## config.mk

```make
export PLATFORM = sky130hd
export DESIGN_NAME = rsc_core
export DESIGN_NICKNAME = d
export VERILOG_FILES = /design/src/rsc_pkg.sv /design/src/rsc_core.sv
export VERILOG_INCLUDE_DIRS = /design/src /design/src/src
export SDC_FILE = /design/constraint.sdc
export NUM_CORES = 1
export LEC_CHECK = 0
export BUFFER_PORTS_ARGS = -buffer_cell sky130_fd_sc_hd__buf_4
export CAP_MARGIN = 10
export CORE_UTILIZATION = 46
export CTS_BUF_LIST = sky130_fd_sc_hd__clkbuf_4 sky130_fd_sc_hd__clkbuf_8 sky130_fd_sc_hd__clkbuf_16
export DETAILED_ROUTE_END_ITERATION = 12
export PLACE_DENSITY = 0.7
export SYNTH_ARGS = -nofsm -noshare
export SYNTH_HDL_FRONTEND = slang
export SYNTH_HIERARCHICAL = 1
export SYNTH_SLANG_ARGS = --single-unit
```

## constraint.sdc

```tcl
create_clock -name clk -period 3.75 [get_ports clk]
set_clock_uncertainty 0.05 [all_clocks]
set_input_delay 0 -clock clk [delete_from_list [all_inputs] [get_ports clk]]
set_output_delay 0 -clock clk [all_outputs]
set_load 0.1 [all_outputs]
```

## src/rsc_params.svh

```systemverilog
// Purpose: Constants for the return-stack push / relative call executor
// Assumes: 16-bit instruction words, byte-addressed program counter
// Notes: Opcode patterns, field positions, PC step and reset value, stack depth
`ifndef RSC_PARAMS_SVH
`define RSC_PARAMS_SVH

`define RSC_PUSH_OPCODE 16'h0005
`define RSC_RELATIVE_CALL_OP_TOP 5'h1b
`define RSC_RELATIVE_CALL_OP_TOP_MSB 15
`define RSC_RELATIVE_CALL_OP_TOP_LSB 11
`define RSC_OFFSET_MSB 10
`define RSC_PC_STEP 21'h000002
`define RSC_PC_RESET 21'h000000
`define RSC_STACK_DEPTH 31

`endif

```

## src/rsc_pkg.sv

```systemverilog
// Purpose: Types for the return-stack push / relative call executor
// Assumes: Constants live in rsc_params.svh
// Notes: Phase and state enums, fetch struct
package rsc_pkg;
    typedef enum logic [1:0] {
        RSC_Q1,
        RSC_Q2,
        RSC_Q3,
        RSC_Q4
    } rsc_phase_e;

    typedef enum logic {
        RSC_EXEC,
        RSC_FLUSH
    } rsc_state_e;

    typedef struct packed {
        logic [15:0] word;
        logic valid;
    } rsc_fetch_s;
endpackage
```

## src/rsc_core.sv

```systemverilog
// Purpose: Executes the stack-push and relative-call instructions
// Assumes: One instruction cycle is four clk phases Q1..Q4
// Notes: Other opcodes execute as no operation here
`timescale 1ns/10ps
`include "rsc_params.svh"

// Overview of operation
// [RULE1] Push opcode stores PC plus two on top
// [RULE2] Older top entry moves one level down
// [RULE3] Software may rewrite top, then push
// [RULE4] Relative call: 11011 prefix, signed 11-bit offset
// [RULE5] Relative call pushes return address first
// [RULE6] Doubled offset added to incremented PC
// [RULE7] Target is call address plus two plus 2n
// [RULE8] Relative call takes two cycles, second flushed
// [RULE9] Push is one cycle, written in Q2
module rsc_core #(
    parameter int PC_W = 21,
    parameter int DEPTH = `RSC_STACK_DEPTH
) (
    // Clock and reset
    input wire logic clk,
    input wire logic nrst,
    // Instruction fetch
    input wire rsc_pkg::rsc_fetch_s fetch,
    // Software write of the top entry
    input wire logic top_wr,
    input wire logic [PC_W-1:0] top_wdata,
    // Core state
    output logic [PC_W-1:0] pc_q,
    output logic [PC_W-1:0] stack_top_entry,
    output logic [PC_W-1:0] stack_below,
    output rsc_pkg::rsc_phase_e phase_q,
    output logic flush_q,
    output logic busy
);
    // ****************************************
    // Phase and state
    // ****************************************
    rsc_pkg::rsc_phase_e phase_d;
    rsc_pkg::rsc_state_e state_q;
    rsc_pkg::rsc_state_e state_d;
    logic [15:0] ir_q;
    logic ir_valid_q;
    logic [PC_W-1:0] stack_q [DEPTH];
    logic [PC_W-1:0] ret_addr;
    logic [PC_W-1:0] target;
    logic [PC_W-1:0] offset2;
    logic is_push;
    logic is_relative_call_op;
    logic do_push;
    logic [PC_W-1:0] pc_d;

    always_comb begin
        case (phase_q)
            rsc_pkg::RSC_Q1: phase_d = rsc_pkg::RSC_Q2;
            rsc_pkg::RSC_Q2: phase_d = rsc_pkg::RSC_Q3;
            rsc_pkg::RSC_Q3: phase_d = rsc_pkg::RSC_Q4;
            rsc_pkg::RSC_Q4: phase_d = rsc_pkg::RSC_Q1;
            default: phase_d = rsc_pkg::RSC_Q1;
        endcase
    end

    always_ff @(posedge clk or negedge nrst) begin
        if (!nrst) begin
            phase_q <= rsc_pkg::RSC_Q1;
        end else begin
            phase_q <= phase_d;
        end
    end

    // ****************************************
    // Decode
    // ****************************************
    // Valid instruction latched at Q4 for the next cycle
    always_ff @(posedge clk or negedge nrst) begin
        if (!nrst) begin
            ir_q <= 16'h0000;
            ir_valid_q <= 1'b0;
        end else if (phase_q == rsc_pkg::RSC_Q4) begin
            ir_q <= fetch.word;
            ir_valid_q <= fetch.valid;
        end
    end

    assign is_push = ir_valid_q && (ir_q == `RSC_PUSH_OPCODE); // [RULE1]
    assign is_relative_call_op = ir_valid_q && (ir_q[`RSC_RELATIVE_CALL_OP_TOP_MSB:
        `RSC_RELATIVE_CALL_OP_TOP_LSB] == `RSC_RELATIVE_CALL_OP_TOP); // [RULE4]
    // Sign-extend, then double: byte offset of word target
    assign offset2 = PC_W'({{(PC_W-11){ir_q[`RSC_OFFSET_MSB]}},
        ir_q[`RSC_OFFSET_MSB:0]} << 1); // [RULE4] [RULE6]
    // pc_q already points past the executing word
    assign ret_addr = pc_q; // [RULE5]
    assign target = ret_addr + offset2; // [RULE6] [RULE7]

    // Both opcodes push in Q2; flush cycle does not push
    assign do_push = (state_q == rsc_pkg::RSC_EXEC) &&
        (phase_q == rsc_pkg::RSC_Q2) && (is_push || is_relative_call_op); // [RULE9]

    // ****************************************
    // Sequencer
    // ****************************************
    always_comb begin
        state_d = state_q;
        case (state_q)
            rsc_pkg::RSC_EXEC: begin
                if (phase_q == rsc_pkg::RSC_Q4 && is_relative_call_op) begin
                    state_d = rsc_pkg::RSC_FLUSH; // [RULE8]
                end
            end
            rsc_pkg::RSC_FLUSH: begin
                if (phase_q == rsc_pkg::RSC_Q4) begin
                    state_d = rsc_pkg::RSC_EXEC;
                end
            end
            default: state_d = rsc_pkg::RSC_EXEC;
        endcase
    end

    always_ff @(posedge clk or negedge nrst) begin
        if (!nrst) begin
            state_q <= rsc_pkg::RSC_EXEC;
        end else begin
            state_q <= state_d;
        end
    end

    // Prefetched word is discarded during the flush cycle
    always_ff @(posedge clk or negedge nrst) begin
        if (!nrst) begin
            flush_q <= 1'b0;
        end else begin
            flush_q <= (state_d == rsc_pkg::RSC_FLUSH); // [RULE8]
        end
    end

    assign busy = (state_q == rsc_pkg::RSC_FLUSH);

    // ****************************************
    // Program counter
    // ****************************************
    // Only the Q4 edge moves the counter; flush cycle steps normally
    always_comb begin
        pc_d = pc_q;
        if (phase_q == rsc_pkg::RSC_Q4) begin
            if (state_q == rsc_pkg::RSC_EXEC && is_relative_call_op) begin
                pc_d = target; // [RULE5] [RULE7]
            end else begin
                pc_d = pc_q + PC_W'(`RSC_PC_STEP);
            end
        end
    end

    always_ff @(posedge clk or negedge nrst) begin
        if (!nrst) begin
            pc_q <= PC_W'(`RSC_PC_RESET);
        end else begin
            pc_q <= pc_d;
        end
    end

    // ****************************************
    // Return stack
    // ****************************************
    // Overflow drops the deepest entry; no wrap detection here
    for (genvar i = 0; i < DEPTH; i++) begin : g_entry
        if (i == 0) begin : g_top
            rsc_stack_cell #(.W(PC_W)) u_cell (
                .clk(clk),
                .nrst(nrst),
                .shift(do_push),
                .load(top_wr), // [RULE3]
                .shift_in(ret_addr), // [RULE1] [RULE5]
                .load_in(top_wdata),
                .q(stack_q[0])
            );
        end else begin : g_deep
            rsc_stack_cell #(.W(PC_W)) u_cell (
                .clk(clk),
                .nrst(nrst),
                .shift(do_push),
                .load(1'b0),
                .shift_in(stack_q[i-1]), // [RULE2]
                .load_in('0),
                .q(stack_q[i])
            );
        end
    end

    assign stack_top_entry = stack_q[0];
    assign stack_below = stack_q[1];
endmodule

// ****************************************
// One return-stack entry
// ****************************************
module rsc_stack_cell #(
    parameter int W = 21
) (
    // Clock and reset
    input wire logic clk,
    input wire logic nrst,
    // Control
    input wire logic shift,
    input wire logic load,
    // Data
    input wire logic [W-1:0] shift_in,
    input wire logic [W-1:0] load_in,
    output logic [W-1:0] q
);
    // Push wins over a software load on the same edge
    always_ff @(posedge clk or negedge nrst) begin
        if (!nrst) begin
            q <= '0;
        end else if (shift) begin
            q <= shift_in;
        end else if (load) begin
            q <= load_in;
        end
    end
endmodule

```

==> impl_metrics.toml, run 1 <==
[setup_path]
cp.arrival_ns = 3.27
crit_type = "reg2reg"
start_kind = "flop"
r2r_slack_ns = 0.71
path_max_fanout = 10
end_kind = "flop"
critPathRequiredTime_ns = 3.99

[synth]
synth_common_cells = "82 x dfrtp_1, 53 x nand2_1, 49 x mux2i_1, 41 x o21ai_1, 24 x mux2_2"
yosysMostFrequentCell = "dfrtp_1"
syn_avg_cell_area_sq_um = 10.9
async_flop_share_pct = 100
synth_cell_types = 50
synth_edf_count = 0
synth_top_cell_by_area = "dfrtp_1"
synthCells = 400
synthFlopType = "dfrtp_1"
ys_seq_elements = 82
syn_area_sq_um = 4350
yosys_warnings = 6
synth.area.top_cells = "dfrtp_1 47%, mux2i_1 11%, mux2_2 6.2%"
yosysSeqAreaShare_pct = 47.2
synth_top_cell_area_share_pct = 47.2

[clocking]
cts_buffers = 9
htree_levels = 3
cts_tree = "yes"
post-cts-setup-buffers = 0
clk_path_buf_depth = 2
clkTransAtPathRegs_ns = 0.08
clock_latency_ns = 0.36
root_buffer = "clkbuf_8"
clock_sinks = 82

[place]
dpl.hpwl_microns = 6700
routabilityCongestion = 0.922
dp.cells = 621
io_buffer_count = 106

[routing]
ant_nets = 0
routed_wl_microns = 9770
vias = 3428
post_drt_wl_per_cell_microns = 14.5
remaining_drc_errors = 0
first_pass_iters = 4
drt_iter0_drc = 133
viasPerCell = 5.07

[timing]
hold_violations = 0
period_share_pct = 81.0
setup_violations = 0
slew_viol_final = 0
tightest_slew_ns = 1.04
fin_crit_ns = 3.04
fmax_mhz = 329
setup_tns_ns = 0
worst_hold_slack_ns = 0.110
rsz0062_at_grt = "no"
timing.slew.headroom_pct = 30.4

[layout]
final_cells = 676
final_util_pct = 63.4
nets = 616
antenna_cells = 0
final_layout_size_suffix_gt1_share_pct = 28.0
area_growth_pct = 34.1

[floorplan]
rows = 35
die_area_sq_um = 9850
die_y_microns = 99.3
initial_core_util_pct = 47.3
core_area_sq_um = 9200
io_pins = 108
die_w_microns = 99.3

[global_route]
grt_pass1_wl_microns = 16300
grt-ovfl-total = 0
grt_usage_pct = 21.0
grt_max_degree = 85
antenna_found_initial = 0
grt_pass1_vias = 3356

[power]
total_power_mw = 2.78
vdd_drop_max_v = 0.000298
power.density_nw_per_um2 = 476
power.leakage_nw = 2.88

[job]
cap_viol_max_count = 0

[outcome]
outcome = "finished, final reports clean"

[worst_hold_path]
hold_path.class = "in2reg"
## critical path, cell delays in order, from the launching register on
cell and delay [ns]:
dfrtp_1 0.38, and2b_1 0.27, nand2_1 0.13, nor2_1 0.33
and2_1 0.20, ha_1 0.28, a21oi_1 0.18, and2_1 0.18
a21oi_1 0.14, or4_1 0.49, a21oi_1 0.19, xor2_1 0.15
## stage by stage
stage	instance area, sq um	setup WS, ns
4_1_cts	5830	0.693
6_report	5830	0.713
5_1_grt	5830	0.343
3_5_place_dp	5240	0.738
2_1_floorplan	4440	0.623
3_3_place_gp	5240	0.814
## routing by layer
metal | GRT usage [%] | vias to the layer above | part of all wire (%)
met5 | 0 | - | 0
met4 | 6.56 | 0 | 1.3
met3 | 4.36 | 12 | 4.1
met2 | 34.0 | 87 | 47
met1 | 28.3 | 1615 | 48
li1 | - | 1714 | -
## where the power goes
part           switching [mW]  leakage [nW]  internal (mW)  total [mW]
Sequential             0.0947         0.987          0.974        1.07
Clock                   0.332        0.0996          0.337       0.668
Combinational           0.781          1.79          0.258        1.04
## logic make-up (layout without fill, tap and decap cells)
kind of cell	count (synthesis)	count (layout)	share of synthesized area (%)
flops	82	82	47.2
mux	73	73	17.5
simple gates	114	114	13.6
xor+xnor	15	15	3.02
fa+ha+maj	15	15	4.49
compound gates	75	75	9.81
buf+inv	25	167	4.37
other cells	1	24	0.0862
## registers in the layout (all words and copies together), names as in the netlist
name / cells
pc_q: 20
ir_q: 16
ir_valid_q: 1
flush_q: 1
phase_q: 2
g_entry.g_deep.u_cell/q: 21
g_entry.g_top.u_cell/q: 21
## layout make-up
cell class	instances	area [sq um]
inverters	4	15.0
clock inverters	5	62.6
well taps	111	139
flip-flops and latches	82	2050
fillers	750	3360
clock buffers	11	145
multi-input cells	316	2210
repair buffers	147	1210
## path summary, 6_finish.rpt
| kind | startpoint | end | cells past startpoint |
|---|---|---|---|
| worst max-delay path | ir_q[13] | pc_q[12] | 11 |
| worst min-delay path | top_wr | g_entry[0].g_top.u_cell/q[20] | 3 |
| worst max register to register | ir_q[13] | pc_q[12] | 11 |
| worst min register to register | g_entry[0].g_top.u_cell/q[18] | g_entry[1].g_deep.u_cell/q[18] | 2 |
| max in group asynchronous | nrst | ir_valid_q | 2 |
| min in group asynchronous | nrst | g_entry[0].g_top.u_cell/q[0] | 2 |
## placed cells by master, fill, tap and decap left out, types with 4 or more instances in the layout
master,count
ha_1,14
dfrtp_1,82
mux2_2,24
inv_1,4
conb_1,24
a21o_1,5
a21oi_1,12
dlygate4sd3_1,39
o21ai_1,41
mux2i_1,49
buf_4,107
nand2_1,53
xor2_1,11
and2_1,10
nor2_1,10
nand3_1,9
clkbuf_8,10
xnor2_1,4
## timing repair
action                                 4_1_cts  5_1_grt
endpoints found under the hold margin      120        0
hold buffers                                39        0
resized for setup                            0        0
No activity file was read; power rests on OpenSTA's default activity.
==> inputs of run 2 (changes only) <==
--- a/config.mk
+++ b/config.mk
@@ -11,7 +11,7 @@
 export CORE_UTILIZATION = 46
 export CTS_BUF_LIST = sky130_fd_sc_hd__clkbuf_4 sky130_fd_sc_hd__clkbuf_8 sky130_fd_sc_hd__clkbuf_16
 export DETAILED_ROUTE_END_ITERATION = 12
-export PLACE_DENSITY = 0.7
+export PLACE_DENSITY = 0.73
 export SYNTH_ARGS = -nofsm -noshare
 export SYNTH_HDL_FRONTEND = slang
 export SYNTH_HIERARCHICAL = 1
==> constraint.sdc (replaced) <==
create_clock -name clk -period 2.5 [get_ports clk]
set_clock_uncertainty 0.05 [all_clocks]
set_input_delay 0 -clock clk [delete_from_list [all_inputs] [get_ports clk]]
set_output_delay 0 -clock clk [all_outputs]
set_load 0.1 [all_outputs]
==> impl_metrics.toml, run 2 (synthesis gave the netlist of run 1 again) <==
[job]
cap_viol_max_count = 0

[clocking]
clock_sinks = 82
cts_buffers = 9
clkTransAtPathRegs_ns = 0.09
htree_levels = 3
clock_latency_ns = 0.35
clk_path_buf_depth = 2
cts_tree = "yes"
root_buffer = "clkbuf_8"

[timing]
worst_hold_slack_ns = 0.0992
fmax_mhz = 367
hold_violations = 0
worst_slack_ns = -0.222
tightest_slew_ns = 0.523
timing.slew.headroom_pct = 65.1
rsz0062_at_grt = "yes"
slew_viol_final = 0
setup_violations = 12
period_share_pct = 109
fin_crit_ns = 2.72

[setup_path]
start_kind = "flop"
critPathRequiredTime_ns = 2.73
cp.arrival_ns = 2.95
crit_type = "reg2reg"
r2r_slack_ns = -0.22
end_kind = "flop"
path_max_fanout = 8

[place]
io_buffer_count = 106
dp.cells = 643
dpl.hpwl_microns = 7210
routabilityCongestion = 0.891

[floorplan]
initial_core_util_pct = 47.3
die_y_microns = 99.3
die_area_sq_um = 9850
io_pins = 108
rows = 35
core_area_sq_um = 9200
die_w_microns = 99.3

[layout]
mostFrequentLayoutCell = "buf_4"
final_cells = 712
area_growth_pct = 50.9
filler_cell_count = 630
most-common-layout-cells = "135 x buf_4, 74 x dfrtp_1, 52 x nand2_1"
antenna_cells = 0
top_regs = "g_entry.g_top.u_cell/q: 21 flops, g_entry.g_deep.u_cell/q: 21 flops, pc_q: 20 flops"
final_layout_size_suffix_gt1_share_pct = 41.3
nets = 652

[global_route]
grt_max_degree = 85
antenna_found_initial = 0
grt-ovfl-total = 0
grt_pass1_wl_microns = 18000
grt_pass1_vias = 3667
grt_usage_pct = 23.4

[routing]
first_pass_iters = 4
ant_nets = 0
drt_iter0_drc = 219
viasPerCell = 5.29
routed_wl_microns = 11900
vias = 3766
remaining_drc_errors = 0
post_drt_wl_per_cell_microns = 16.6

[power]
power.density_nw_per_um2 = 691
power.leakage_nw = 3.12
total_power_mw = 4.54
vdd_drop_max_v = 0.000574

[outcome]
violations = "setup timing"
outcome = "complete, but fails checks"

[worst_hold_path]
hold_path.class = "in2async"
-- run 2: where the power goes --
group | leakage [nW] | switching (mW) | internal [mW]
Clock | 0.131 | 0.505 | 0.726
Combinational | 2.02 | 1.22 | 0.464
Sequential | 0.977 | 0.159 | 1.47
-- run 2: path summary, 6_finish.rpt --
kind	from	to	depth (start not counted)
min in group clk	top_wr	g_entry[0].g_top.u_cell/q[0]	3
max in group asynchronous	nrst	pc_q[12]	3
max reg2reg	ir_q[13]	pc_q[12]	11
min reg2reg	ir_valid_q	ir_valid_q	1
min	nrst	g_entry[0].g_top.u_cell/q[0]	2
max	ir_q[13]	pc_q[12]	11
-- run 2: layer usage --
metal	global-route usage [%]	part of all wire, %	vias up
li1	-	-	1791
met5	0	0	-
met3	4.22	4.8	25
met1	30.5	42	1823
met2	39.0	50	127
met4	8.48	2.8	0
-- run 2: final cells by class --
| class | instances | area [sq um] | area share, % |
|---|---|---|---|
| sequential | 82 | 2060 | 31.4 |
| tap | 111 | 139 | 2.12 |
| timing repair buffer | 183 | 1570 | 24.0 |
| inverter | 4 | 15.0 | 0.229 |
| multi-input combinational | 316 | 2520 | 38.3 |
| clock inverter | 5 | 108 | 1.64 |
| clock buffer | 11 | 151 | 2.31 |
-- run 2: stage by stage --
step / instance area, sq um / setup slack (ns) / utilization, % / TNS, ns
after CTS: 6260 / -0.164 / 68.1 / -0.971
after detailed placement: 5450 / -0.212 / 59.2 / -2.05
after global routing: 6570 / -0.357 / 71.4 / -2.68
final: 6570 / -0.222 / 71.4 / -1.11
after floorplan: 4480 / -0.0904 / - / -0.625
after global placement: 5450 / -0.127 / 59.2 / -1.06
-- run 2: worst max-delay path, stage by stage, from the launching register on --
cell	delay, ns
dfrtp_1	0.38
and2b_1	0.22
nand2_2	0.09
nor2_4	0.19
and2_4	0.20
ha_4	0.22
a21oi_2	0.20
o21ai_2	0.11
a21o_1	0.20
or4_4	0.48
a21oi_2	0.16
xor2_1	0.15
-- run 2: repair_timing --
action / 4_1_cts / 5_1_grt
endpoints found under the setup margin: 14 / 56
hold buffers: 39 / 0
buffers inserted: 6 / 5
gates cloned: 0 / 3
hold endpoints to repair: 100 / 0
resized for setup: 23 / 31
pin swaps: 13 / 20
